**src/verilog/cws_pkg.sv**
```systemverilog
// Package of the complementary waveform shutdown block: register map,
// field positions, reset values, timing counts and carrier structs.
// Assumes a 125 MHz system clock and 32-bit Avalon-MM register access.
package cws_pkg;

  // ********************************************
  // Register byte offsets
  // ********************************************
  localparam logic [4:0] OFS_MAIN_CTRL = 5'h00; // waveform_main_control
  localparam logic [4:0] OFS_SRC_OVR = 5'h04; // waveform_source_override
  localparam logic [4:0] OFS_SHDN_CTRL = 5'h08; // waveform_shutdown_control
  localparam logic [4:0] OFS_DB_RISE = 5'h0C; // rising_deadband_count
  localparam logic [4:0] OFS_DB_FALL = 5'h10; // falling_deadband_count

  // ********************************************
  // Field positions
  // ********************************************
  localparam int MC_ENABLE = 7; // module_enable
  localparam int MC_OE_B = 6; // out_b_pin_enable
  localparam int MC_OE_A = 5; // out_a_pin_enable
  localparam int MC_INV_B = 4; // out_b_invert
  localparam int MC_INV_A = 3; // out_a_invert
  localparam int MC_CLK_SEL = 0; // gen_clock_select
  localparam int SO_LVL_B = 6; // override_level_b low bit
  localparam int SO_LVL_A = 4; // override_level_a low bit
  localparam int SO_SRC = 0; // input_source_select low bit
  localparam int SC_EVENT = 7; // shutdown_event
  localparam int SC_AUTO = 6; // auto_restart_enable
  localparam int SC_CMP2 = 3; // shutdown_on_comparator2
  localparam int SC_CMP1 = 2; // shutdown_on_comparator1
  localparam int SC_FAULT = 1; // shutdown_on_fault_pin
  localparam int SC_LC2 = 0; // shutdown_on_logic_cell2

  // ********************************************
  // Reset values and writable masks
  // ********************************************
  localparam logic [7:0] RST_MAIN_CTRL = 8'h00;
  localparam logic [7:0] RST_SRC_OVR = 8'h00;
  localparam logic [7:0] RST_SHDN_CTRL = 8'h00;
  localparam logic [5:0] RST_DB = 6'h00;
  localparam logic [7:0] MASK_MAIN_CTRL = 8'hF9;
  localparam logic [7:0] MASK_SRC_OVR = 8'hF7;
  localparam logic [7:0] MASK_SHDN_CTRL = 8'h4F;

  // ********************************************
  // Override level codes
  // ********************************************
  localparam logic [1:0] LVL_HIGH = 2'h3;
  localparam logic [1:0] LVL_LOW = 2'h2;
  localparam logic [1:0] LVL_TRI = 2'h1;
  localparam logic [1:0] LVL_INACTIVE = 2'h0;

  // ********************************************
  // Timing
  // ********************************************
  localparam int CLK_HZ = 125_000_000; // System clock rate
  localparam int HF_OSC_HZ = 16_000_000; // Internal oscillator rate
  localparam int HF_DIV = CLK_HZ / HF_OSC_HZ; // Cycles per oscillator tick

  // Selectable waveform sources
  typedef struct packed {
    logic logic_cell1_output;
    logic oscillator_output;
    logic [3:0] pwm_output; // PWM4..PWM1
    logic comparator2_output;
    logic comparator1_output;
  } cws_src_s;

  // Shutdown fault sources
  typedef struct packed {
    logic comparator2_output;
    logic comparator1_output;
    logic fault_input_pin_n; // Low means fault
    logic logic_cell2_output;
  } cws_fault_s;

endpackage : cws_pkg

```
**src/verilog/cws_tick_divider.sv**
```systemverilog
// Generator clock tick: every cycle, or a divided tick near the internal
// oscillator rate. Assumes the single 125 MHz system clock.
`timescale 1ns/1ps
`default_nettype none
module cws_tick_divider (
  input wire logic clk, // System clock
  input wire logic reset, // Async reset, high
  input wire logic use_hf_osc, // Select divided oscillator tick
  output logic tick // One-cycle generator tick
);

  // Divider counter
  logic [3:0] div_reg;

  // ********************************************
  // Divider
  // ********************************************
  // Free-running count, wraps at the oscillator period
  always_ff @(posedge clk or posedge reset) begin
    if (reset) begin
      div_reg <= 4'h0;
    end else if (div_reg == 4'(cws_pkg::HF_DIV - 1)) begin
      div_reg <= 4'h0;
    end else begin
      div_reg <= div_reg + 4'h1;
    end
  end

  assign tick = use_hf_osc ? (div_reg == 4'h0) : 1'b1;

endmodule : cws_tick_divider
`default_nettype wire

```
**src/verilog/cws_deadband.sv**
```systemverilog
// One dead-band delay: output follows a rising level only after a
// programmed number of generator ticks; drops at once when the level drops.
// Assumes level is synchronous to clk.
`timescale 1ns/1ps
`default_nettype none
module cws_deadband (
  input wire logic clk, // System clock
  input wire logic reset, // Async reset, high
  input wire logic tick, // Generator clock tick
  input wire logic level, // Requested on level
  input wire logic [5:0] count, // Dead-band ticks
  output logic drive // Delayed on level
);

  // Ticks counted since the level rose
  logic [5:0] cnt_reg;

  // ********************************************
  // Counter
  // ********************************************
  // count up to value
  always_ff @(posedge clk or posedge reset) begin
    if (reset) begin
      cnt_reg <= 6'h00;
    end else if (!level) begin
      cnt_reg <= 6'h00;
    end else if (tick && cnt_reg < count) begin
      cnt_reg <= cnt_reg + 6'h01;
    end
  end

  // tick alignment uncertainty
  // A count lowered mid-interval must not force a wrap of the counter
  assign drive = level && (cnt_reg >= count);
endmodule : cws_deadband
`default_nettype wire

```
**src/verilog/cws_top.sv**
```systemverilog
// Complementary waveform generator with auto-shutdown, register file on
// Avalon-MM with waitrequest. Assumes all waveform and fault inputs are
// synchronous to clk and that an I/O port applies the pin enables.
//
// Functional notes
// - Software shutdown bit forces override levels
// - No auto-restart: shutdown holds while bit set
// - Auto-restart: software bit self-clears, restart
// - Enabled fault source forces overrides, sets bit
// - Sources sensed by level, hold shutdown
// - Bits 3,2 enable comparator shutdown
// - Bit 1 enables low fault pin shutdown
// - Bit 0 enables logic cell 2 shutdown
// - Override codes: one, zero, tristate, inactive
// - Software clear refused while source active
// - Overrides stay until next input rising edge
// - Auto-restart clears bit once sources inactive
// - Generator keeps running during sleep
// - Keep oscillator on when enabled and selected
// - Enable and per-output pin connect bits
// - Bits 4,3 invert outputs B and A
// - Bit 0 selects generator clock
// - Three-bit field selects input waveform
// - Control 2 event status and auto-restart
// - Dead band may vary one tick
// - Enabling starts with both drives cleared
// - Dead band counts ticks; zero bypasses
// - Disabled module leaves pins uncontrolled
`timescale 1ns/1ps
`default_nettype none
module cws_top (
  input wire logic clk, // System clock, 125 MHz
  input wire logic reset, // Async reset, high
  input wire logic [4:0] avs_address, // Byte address
  input wire logic avs_read, // Read request
  input wire logic avs_write, // Write request
  input wire logic [31:0] avs_writedata, // Write data
  input wire logic [3:0] avs_byteenable, // Byte lanes
  output logic [31:0] avs_readdata, // Read data
  output logic avs_waitrequest, // Stall
  input wire cws_pkg::cws_src_s wave_src, // Selectable waveforms
  input wire cws_pkg::cws_fault_s fault_src, // Shutdown sources
  output logic output_a, // Pin A level
  output logic output_a_oe, // Pin A driven
  output logic output_b, // Pin B level
  output logic output_b_oe, // Pin B driven
  output logic hf_osc_keep_on // Keep oscillator in sleep
);

  // ********************************************
  // Declarations
  // ********************************************
  logic [7:0] main_ctrl_reg; // waveform_main_control
  logic [7:0] src_ovr_reg; // waveform_source_override
  logic [7:0] shdn_ctrl_reg; // Control 2 without event bit
  logic [5:0] db_rise_reg; // rising_deadband_count
  logic [5:0] db_fall_reg; // falling_deadband_count
  logic shutdown_event_reg; // shutdown_event status
  logic shut_state_reg; // Overrides applied
  logic wave_prev_reg; // Previous input sample
  logic ack_reg; // Bus answer phase
  logic [31:0] rdata_reg; // Read data
  logic wr_ok; // Accepted write
  logic wr_shdn; // Accepted control 2 write
  logic sw_set; // Software sets event
  logic sw_clear; // Software clears event
  logic src_active; // Any enabled source active
  logic shutdown_any; // Combined shutdown
  logic force_ovr; // Outputs overridden
  logic wave_sel; // Selected input waveform
  logic wave_rise; // Input rising edge
  logic gen_tick; // Generator tick
  logic module_enable; // Enable bit
  logic auto_restart_enable; // Auto-restart bit
  logic [1:0] override_level_a; // Override code A
  logic [1:0] override_level_b; // Override code B
  logic core_a; // Dead-banded A
  logic core_b; // Dead-banded B

  assign module_enable = main_ctrl_reg[cws_pkg::MC_ENABLE];
  assign auto_restart_enable = shdn_ctrl_reg[cws_pkg::SC_AUTO];
  assign override_level_a = src_ovr_reg[cws_pkg::SO_LVL_A +: 2];
  assign override_level_b = src_ovr_reg[cws_pkg::SO_LVL_B +: 2];

  // ********************************************
  // Avalon-MM slave
  // ********************************************
  // One wait cycle per access, then the answer cycle
  always_ff @(posedge clk or posedge reset) begin
    if (reset) begin
      ack_reg <= 1'b0;
    end else begin
      ack_reg <= (avs_read || avs_write) && !ack_reg;
    end
  end

  assign avs_waitrequest = (avs_read || avs_write) && !ack_reg;
  assign wr_ok = avs_write && ack_reg && avs_byteenable[0];
  assign wr_shdn = wr_ok && avs_address == cws_pkg::OFS_SHDN_CTRL;
  assign sw_set = wr_shdn && avs_writedata[cws_pkg::SC_EVENT];
  assign sw_clear = wr_shdn && !avs_writedata[cws_pkg::SC_EVENT];

  // Read mux captured in the wait cycle
  always_ff @(posedge clk or posedge reset) begin
    if (reset) begin
      rdata_reg <= 32'h0000_0000;
    end else if (avs_read && !ack_reg) begin
      case (avs_address)
        cws_pkg::OFS_MAIN_CTRL: rdata_reg <= {24'h000000, main_ctrl_reg};
        cws_pkg::OFS_SRC_OVR: rdata_reg <= {24'h000000, src_ovr_reg};
        cws_pkg::OFS_SHDN_CTRL: rdata_reg <= {24'h000000, shutdown_event_reg, shdn_ctrl_reg[6:0]};
        cws_pkg::OFS_DB_RISE: rdata_reg <= {26'h0000000, db_rise_reg};
        cws_pkg::OFS_DB_FALL: rdata_reg <= {26'h0000000, db_fall_reg};
        default: rdata_reg <= 32'h0000_0000; // Unmapped reads zero
      endcase
    end
  end

  assign avs_readdata = rdata_reg;

  // ********************************************
  // Configuration registers
  // ********************************************
  // enable and pin connects
  always_ff @(posedge clk or posedge reset) begin
    if (reset) begin
      main_ctrl_reg <= cws_pkg::RST_MAIN_CTRL;
    end else if (wr_ok && avs_address == cws_pkg::OFS_MAIN_CTRL) begin
      main_ctrl_reg <= avs_writedata[7:0] & cws_pkg::MASK_MAIN_CTRL;
    end
  end

  // Override levels and input select
  always_ff @(posedge clk or posedge reset) begin
    if (reset) begin
      src_ovr_reg <= cws_pkg::RST_SRC_OVR;
    end else if (wr_ok && avs_address == cws_pkg::OFS_SRC_OVR) begin
      src_ovr_reg <= avs_writedata[7:0] & cws_pkg::MASK_SRC_OVR;
    end
  end

  always_ff @(posedge clk or posedge reset) begin
    if (reset) begin
      shdn_ctrl_reg <= cws_pkg::RST_SHDN_CTRL;
    end else if (wr_shdn) begin
      shdn_ctrl_reg <= avs_writedata[7:0] & cws_pkg::MASK_SHDN_CTRL;
    end
  end

  // Dead-band counts
  always_ff @(posedge clk or posedge reset) begin
    if (reset) begin
      db_rise_reg <= cws_pkg::RST_DB;
      db_fall_reg <= cws_pkg::RST_DB;
    end else if (wr_ok && avs_address == cws_pkg::OFS_DB_RISE) begin
      db_rise_reg <= avs_writedata[5:0];
    end else if (wr_ok && avs_address == cws_pkg::OFS_DB_FALL) begin
      db_fall_reg <= avs_writedata[5:0];
    end
  end

  // ********************************************
  // Input selection
  // ********************************************
  // source select decode
  always_comb begin
    case (src_ovr_reg[cws_pkg::SO_SRC +: 3])
      3'h7: wave_sel = wave_src.logic_cell1_output;
      3'h6: wave_sel = wave_src.oscillator_output;
      3'h5: wave_sel = wave_src.pwm_output[3];
      3'h4: wave_sel = wave_src.pwm_output[2];
      3'h3: wave_sel = wave_src.pwm_output[1];
      3'h2: wave_sel = wave_src.pwm_output[0];
      3'h1: wave_sel = wave_src.comparator2_output;
      default: wave_sel = wave_src.comparator1_output;
    endcase
  end

  // Previous input for edge detect
  always_ff @(posedge clk or posedge reset) begin
    if (reset) begin
      wave_prev_reg <= 1'b0;
    end else begin
      wave_prev_reg <= wave_sel;
    end
  end

  assign wave_rise = wave_sel && !wave_prev_reg;

  // ********************************************
  // Shutdown sources
  // ********************************************
  // level sensed sources
  assign src_active = (shdn_ctrl_reg[cws_pkg::SC_CMP2] && fault_src.comparator2_output)
                   || (shdn_ctrl_reg[cws_pkg::SC_CMP1] && fault_src.comparator1_output)
                   || (shdn_ctrl_reg[cws_pkg::SC_FAULT] && !fault_src.fault_input_pin_n)
                   || (shdn_ctrl_reg[cws_pkg::SC_LC2] && fault_src.logic_cell2_output);

  assign shutdown_any = src_active || shutdown_event_reg;

  // Event bit: any set wins over a clear
  always_ff @(posedge clk or posedge reset) begin
    if (reset) begin
      shutdown_event_reg <= 1'b0;
    end else if (src_active || sw_set) begin
      shutdown_event_reg <= 1'b1;
    end else if (auto_restart_enable) begin
      shutdown_event_reg <= 1'b0;
    end else if (sw_clear) begin
      shutdown_event_reg <= 1'b0;
    end
  end

  // hold overrides to next rising edge
  always_ff @(posedge clk or posedge reset) begin
    if (reset) begin
      shut_state_reg <= 1'b0;
    end else if (shutdown_any) begin
      shut_state_reg <= 1'b1;
    end else if (wave_rise) begin
      shut_state_reg <= 1'b0;
    end
  end

  assign force_ovr = shut_state_reg || shutdown_any;

  // ********************************************
  // Waveform and dead band
  // ********************************************
  // runs on clk, no sleep gating
  cws_tick_divider u_tick (
    .clk(clk),
    .reset(reset),
    .use_hf_osc(main_ctrl_reg[cws_pkg::MC_CLK_SEL]),
    .tick(gen_tick)
  );

  // disabled or shut chains stay cleared
  cws_deadband u_db_rise (
    .clk(clk),
    .reset(reset),
    .tick(gen_tick),
    .level(module_enable && !force_ovr && wave_sel),
    .count(db_rise_reg),
    .drive(core_a)
  );

  cws_deadband u_db_fall (
    .clk(clk),
    .reset(reset),
    .tick(gen_tick),
    .level(module_enable && !force_ovr && !wave_sel),
    .count(db_fall_reg),
    .drive(core_b)
  );

  // ********************************************
  // Pin drive
  // ********************************************
  // override codes, polarity
  always_comb begin
    if (force_ovr && override_level_a[1]) begin
      output_a = override_level_a[0];
    end else begin
      output_a = core_a ^ main_ctrl_reg[cws_pkg::MC_INV_A];
    end
    if (force_ovr && override_level_b[1]) begin
      output_b = override_level_b[0];
    end else begin
      output_b = core_b ^ main_ctrl_reg[cws_pkg::MC_INV_B];
    end
  end

  assign output_a_oe = module_enable && main_ctrl_reg[cws_pkg::MC_OE_A]
                    && !(force_ovr && override_level_a == cws_pkg::LVL_TRI);
  assign output_b_oe = module_enable && main_ctrl_reg[cws_pkg::MC_OE_B]
                    && !(force_ovr && override_level_b == cws_pkg::LVL_TRI);

  assign hf_osc_keep_on = module_enable && main_ctrl_reg[cws_pkg::MC_CLK_SEL];
endmodule : cws_top
`default_nettype wire

```
**config.mk**
```make
export PLATFORM = sky130hd
export DESIGN_NAME = cws_top
export DESIGN_NICKNAME = d
export VERILOG_FILES = /design/src/verilog/cws_pkg.sv /design/src/verilog/cws_tick_divider.sv /design/src/verilog/cws_deadband.sv /design/src/verilog/cws_top.sv
export SDC_FILE = /design/constraint.sdc
export NUM_CORES = 1
export LEC_CHECK = 0
export BUFFER_PORTS_ARGS = -buffer_cell sky130_fd_sc_hd__buf_2
export CAP_MARGIN = 40
export CORE_ASPECT_RATIO = 0.9
export CORE_MARGIN = 8
export CORE_UTILIZATION = 30
export DETAILED_ROUTE_END_ITERATION = 16
export GPL_TIMING_DRIVEN = 0
export PLACE_DENSITY = 0.49
export SYNTH_ARGS = -nofsm -noshare
export SYNTH_HDL_FRONTEND = slang
export SYNTH_SLANG_ARGS = --single-unit
```
**constraint.sdc**
```tcl
create_clock -name clk -period 5.2 [get_ports clk]
set_input_delay 1.04 -clock clk [delete_from_list [all_inputs] [get_ports clk]]
set_output_delay 1.04 -clock clk [all_outputs]
set_load 0.02 [all_outputs]
```
==> impl_metrics.toml, run 1 <==
[critical_path]
path_class = "input port to output pin"
timing.rr.start = "src_ovr_reg[1]"
cpPeakStageDelay_ps = 550
reg2regPathDepth = 6
reg2reg_to = "u_db_fall.cnt_reg[4]"
start_kind = "input port"
crit_top_cell = "buf_2"
rrSetupSlack_ps = 2760
path_max_fanout = 6
crit_buf_inv = 2
slowest_stage = "a2111oi_0"
required_ps = 4160
cp-startpoint = "wave_src[2]"
worst-endpoint-arrival_ps = 2990
cp-end-kind = "output pin"
crit_chain = "buf_2, mux4_1, mux2_4, a2111oi_0, xnor2_1, a21oi_1, buf_2"
cp_top_family = "multiplexers"

[finish]
fin_nets = 474
regArea_mm2 = 0.00145
layout-drive-gt1-share = 0.287
layout.filler_cells = 1040
area_growth_pct = 25.4
largest_reg_flops = 8
multi_input_comb_area_mm2 = 0.00163
n_antenna_cell = 0

[die]
die-area_mm2 = 0.0146
pin_count = 95
die_w_um = 126
start_util = 0.306
core_area_mm2 = 0.0108
die_h_um = 115
rows = 36

[cts]
htree_levels = 3
cts_sinks = 58
cts-buffers-inserted = 9
clockBufferDepth = 2
cts_tree = "built"
ctsResizeCount = 0
cts_hold_buf = 0
cts_setup_buffers = 0
cts_root_buf = "clkbuf_16"
clk_pin_slew_ps = 50
clock_latency_ps = 330

[placed_design]
numPortBuffers = 43
gp_routability_congestion = 0.773
hpwlAfterDp_um = 6420

[power]
p_total_mw = 1.36
p_leak_nw = 2.00
max-vdd-ir-drop_mv = 0.140
powerDensity_mw_per_mm2 = 329

[sta]
hold_viol_final = 0
skew_ps = 6.80
tns_ps = 0
worstMarginPinSlew_ps = 591
relSlewSlack = 0.596
finalSetupViolations = 0
fin_crit_sh = 0.776
finalCriticalPeriod_ps = 4030
fmax_mhz = 248
rsz0062_at_grt = "no"
maxSlewViolCount = 0

[outcome]
status = "finished, final reports clean"

[grt]
grt_antenna_before_repair = 0
grt_pass1_wl_um = 13400
grt_pass1_vias = 2630
grt_max_degree = 34
grt_overflow_total = 0
track_usage = 0.118

[hold_path]
min_path_cells = 1
hp-class = "flip-flop to flip-flop"
hp-start = "ack_reg"
whs_endpoint = "ack_reg"

[synth]
synthSimpleGateAreaFrac = 0.133
synth_ff_type = "dfrtp_1"
synth_seq_area_share = 0.441
synth_top_family_by_area = "multiplexers"
synth_area_per_cell_um2 = 10.2
yosysWarnings = 0
synth_area_mm2 = 0.00329
synth_cells = 323
postSynth.asyncResetShare = 1.00
synth_compound_area_frac = 0.120
synthMuxAreaShare = 0.138
synth_xor_area_frac = 0.0239
synth_edf_count = 0
ys_ff_latch = 58
ys_types = 46
synth_fa_ha_area_frac = 0.0532

[detailed_routing]
drtAntennaViolNets = 0
drc = 0
drtPass1Iterations = 4
wl_per_cell_um = 14.8
vias = 2519
wl_um = 7990
initialDrtViolationCount = 92
avgViaCountPerCell = 4.66

[flow_run]
cap_violations = 0
logic make-up (layout without fill, tap and decap cells):
group,Yosys count,count (layout)
and+or+nand+nor,89,89
AOI/OAI and AO/OA,60,60
DFF,58,58
buffers and inverters,55,117
muxes,37,37
adders and majority gates,14,14
xor gates and xnor gates,9,9
other,1,24
layout make-up:
cell class              instances  area share
clock buffers                  12      0.0645
plain buffers                  33      0.0521
well taps                     133      0.0403
multi-input cells             233       0.395
inverters                      22      0.0200
flip-flops and latches         58       0.351
clock inverters                 4      0.0176
repair buffers                 46      0.0594
through the flow:
stage | utilization | hold WS, ps | cells | area [um2] | setup WS, ps
3_3_place_gp | 0.349 | 480 | 522 | 3760 | 1110
5_1_grt | 0.384 | 523 | 541 | 4130 | 983
6_report | 0.384 | 490 | 541 | 4130 | 1170
4_1_cts | 0.384 | 495 | 541 | 4130 | 1120
3_5_place_dp | 0.352 | 488 | 525 | 3790 | 1120
2_1_floorplan | - | 461 | 346 | 3380 | 1440
routing by layer:
layer  share of wire  up-vias  GRT usage
met5               0        -          0
met4          0.0094        0     0.0384
met3           0.065        8     0.0473
met2            0.46       53      0.188
met1            0.46     1183      0.142
li1                -     1275          -
worst register-to-register path, delay by kind of cell (launching register included):
| kind | cells | cell delay (ps) |
|---|---|---|
| DFF | 1 | 400 |
| muxes | 2 | 880 |
| and+or+nand+nor | 3 | 930 |
| buffers and inverters | 1 | 160 |
where the power goes:
group	leakage [nW]	total [mW]	internal, mW	switching, mW
Combinational	1.08	0.188	0.0809	0.107
Sequential	0.761	0.506	0.483	0.0233
Clock	0.165	0.664	0.457	0.207
Total	2.00	1.36	1.02	0.338
cell usage after synthesis (2+ instances only):
cell / number / area [um2]
buf_4: 24 / 180
o21ai_0: 19 / 95.1
mux2_2: 26 / 293
or3_1: 6 / 37.5
clkbuf_1: 7 / 26.3
a22oi_1: 4 / 30.0
nor2b_1: 3 / 18.8
nand3_1: 5 / 25.0
inv_1: 22 / 82.6
mux4_1: 2 / 52.6
and2_1: 2 / 12.5
nand2_1: 30 / 113
dfrtp_1: 58 / 1450
mux2i_1: 7 / 70.1
nor3_1: 2 / 10.0
o22ai_1: 2 / 12.5
nand4_1: 6 / 37.5
nor4b_1: 2 / 17.5
nor4_1: 3 / 18.8
and3_1: 2 / 12.5
or4_1: 2 / 15.0
xnor2_1: 8 / 70.1
a22o_1: 11 / 96.3
ha_1: 14 / 175
nor2_1: 19 / 71.3
a31oi_1: 5 / 31.3
o211ai_1: 2 / 15.0
nand2b_1: 4 / 25.0
a21oi_1: 9 / 45.0
cell usage in the layout (no fill, tap or decap), types with 2 or more instances in the layout:
| cell | count |
|---|---|
| nor3_1 | 2 |
| clkbuf_1 | 7 |
| or3_1 | 6 |
| conb_1 | 24 |
| mux2i_1 | 7 |
| xnor2_1 | 8 |
| nor4_1 | 3 |
| and2_1 | 2 |
| mux4_1 | 2 |
| nand2_1 | 30 |
| o21ai_0 | 19 |
| dfrtp_1 | 58 |
| nand4_1 | 6 |
| inv_1 | 21 |
| or4_1 | 2 |
| a22o_1 | 11 |
| o22ai_1 | 2 |
| and3_1 | 2 |
| a21oi_1 | 9 |
| nor2b_1 | 3 |
| o211ai_1 | 2 |
| a31oi_1 | 5 |
| buf_4 | 24 |
| clkbuf_16 | 9 |
| nand2b_1 | 4 |
| buf_2 | 45 |
| nor4b_1 | 2 |
| clkbuf_8 | 3 |
| nor2_1 | 19 |
| nand3_1 | 5 |
| mux2_2 | 26 |
| bufinv_16 | 2 |
| a22oi_1 | 4 |
| ha_1 | 14 |
worst max path at each step:
| stage | slack [ps] | cells after the start | end |
|---|---|---|---|
| 3_3_place_gp | 1110 | 7 | output_b |
| 5_1_grt | 980 | 7 | output_b |
| 6_report | 1170 | 7 | output_b |
| 3_5_place_dp | 1120 | 7 | output_b |
| 4_1_cts | 1120 | 7 | output_b |
| 2_1_floorplan | 1440 | 5 | output_b |
Note: power is estimated with default switching activity, not from simulation.
==> run 2, diff against run 1 <==
--- a/config.mk
+++ b/config.mk
@@ -12,7 +12,7 @@
 export CORE_UTILIZATION = 30
 export DETAILED_ROUTE_END_ITERATION = 16
 export GPL_TIMING_DRIVEN = 0
-export PLACE_DENSITY = 0.49
+export PLACE_DENSITY = 0.51
 export SYNTH_ARGS = -nofsm -noshare
 export SYNTH_HDL_FRONTEND = slang
 export SYNTH_SLANG_ARGS = --single-unit
==> constraint.sdc (replaced) <==
create_clock -name clk -period 3.4 [get_ports clk]
set_input_delay 0.68 -clock clk [delete_from_list [all_inputs] [get_ports clk]]
set_output_delay 0.68 -clock clk [all_outputs]
set_load 0.02 [all_outputs]
==> run 2 against run 1 <==
Final area down 0.55%. Total power up 50%. Clock skew up 1.7 ps. Die area unchanged. Largest cell class unchanged. Critical path type is now flip-flop to output pin. Sequential power up 53%. Largest power group unchanged. Non-clock buffer count down 1. Routed wire length down 0.30%. Flip-flop and latch count unchanged. Utilization down 0.21 points.
==> impl_metrics.toml, run 2 (synthesis results as in run 1) <==
[finish]
final_area_mm2 = 0.00411
layout-drive-gt1-share = 0.283
layout.filler_cells = 1070
largest_reg_flops = 8
n_antenna_cell = 0
fin_nets = 473
area_growth_pct = 24.7
mostFrequentLayoutCells = "dfrtp_1 (58), buf_2 (44), nand2_1 (30), mux2_2 (26)"
final_util = 0.382
multi_input_comb_area_mm2 = 0.00163
regArea_mm2 = 0.00145
final_common_cell = "dfrtp_1"

[placed_design]
pre_cts_ws_ps = 68.7
numPortBuffers = 43
hpwlAfterDp_um = 6380
dpl-instance-area_mm2 = 0.00379
gp_routability_congestion = 0.812

[sta]
hold_viol_final = 0
fin_hold_ws_ps = 419
skew_ps = 8.50
finalSetupViolations = 0
finalCriticalPeriod_ps = 3270
fin_crit_sh = 0.961
rsz0062_at_grt = "no"
fmax_mhz = 306
worstMarginPinSlew_ps = 927
tns_ps = 0
maxSlewViolCount = 0
layout_setup_ws_ps = 133
relSlewSlack = 0.374

[die]
die_h_um = 115
die_w_um = 126
core_area_mm2 = 0.0108
pin_count = 95
die-area_mm2 = 0.0146
start_util = 0.306
rows = 36

[cts]
cts_setup_buffers = 0
clk_pin_slew_ps = 50
clockBufferDepth = 2
cts_sinks = 58
cts_tree = "built"
htree_levels = 3
clock_latency_ps = 330
cts-buffers-inserted = 9
cts_root_buf = "clkbuf_16"

[critical_path]
path_max_fanout = 6
path_class = "flip-flop to output pin"
cp-end-kind = "output pin"
start_kind = "flip-flop"
worst-endpoint-arrival_ps = 2590
required_ps = 2720

[grt]
grt_pass1_wl_um = 13200
grt_pass1_vias = 2578
grt_antenna_before_repair = 0
grt_overflow_total = 0
grt_max_degree = 32
track_usage = 0.118

[detailed_routing]
vias = 2515
drc = 0
wl_per_cell_um = 14.8
drtAntennaViolNets = 0
initialDrtViolationCount = 105
wl_um = 7970
drtPass1Iterations = 4
avgViaCountPerCell = 4.66

[power]
p_leak_nw = 1.99
max-vdd-ir-drop_mv = 0.194
powerDensity_mw_per_mm2 = 496

[hold_path]
hp-class = "input port to async pin"

[outcome]
status = "finished, final reports clean"

[flow_run]
cap_violations = 0
## run 2: worst paths after layout
check | startpoint | end | slack, ps | cells after the start
max | src_ovr_reg[1] | output_b | 130 | 6
min | reset | shdn_ctrl_reg[2] | 420 | 2
max reg2reg | src_ovr_reg[1] | u_db_fall.cnt_reg[4] | 960 | 6
min reg2reg | avs_readdata[0] | avs_readdata[0] | 500 | 1
max in group asynchronous | reset | u_db_fall.cnt_reg[0] | 2380 | 3
min in group clk | avs_readdata[0] | avs_readdata[0] | 500 | 1
## run 2: power by group
part,leakage [nW],internal [mW],switching [mW]
sequential,0.761,0.739,0.0367
combinational,1.07,0.123,0.164
clock,0.156,0.658,0.317
total,1.99,1.52,0.518
## run 2: layout make-up
cell class / count / share of cell area
Timing Repair Buffer: 45 / 0.0585
Sequential cell: 58 / 0.353
Inverter: 22 / 0.0201
Buffer: 33 / 0.0524
Clock buffer: 11 / 0.0591
Clock inverter: 5 / 0.0189
Tap cell: 133 / 0.0405
Multi-Input combinational cell: 233 / 0.397
## run 2: stage by stage
stage	instances	power, mW
global route	540	2.14
floorplan	346	0.985
detailed placement	524	1.08
CTS	540	2.07
finish	540	2.04
global placement	522	1.07
## run 2: repair_timing
item	in CTS	in global routing
endpoints found under the hold margin	0	0
hold buffers	0	0
resized for setup	1	0
endpoints found under the setup margin	1	0
## run 2: critical path, cell delays in order (launching register included)
cell	delay (ps)
dfrtp_1	410
mux4_1	560
mux2_4	320
a2111oi_1	500
xnor2_1	120
a21oi_1	150
buf_2	180
## run 2: layer usage
metal	up-vias	global-route usage	wire [um]
met3	15	0.0487	522
met5	-	0	0
met2	58	0.184	3580
met4	0	0.0456	138
li1	1271	-	-
met1	1171	0.142	3720
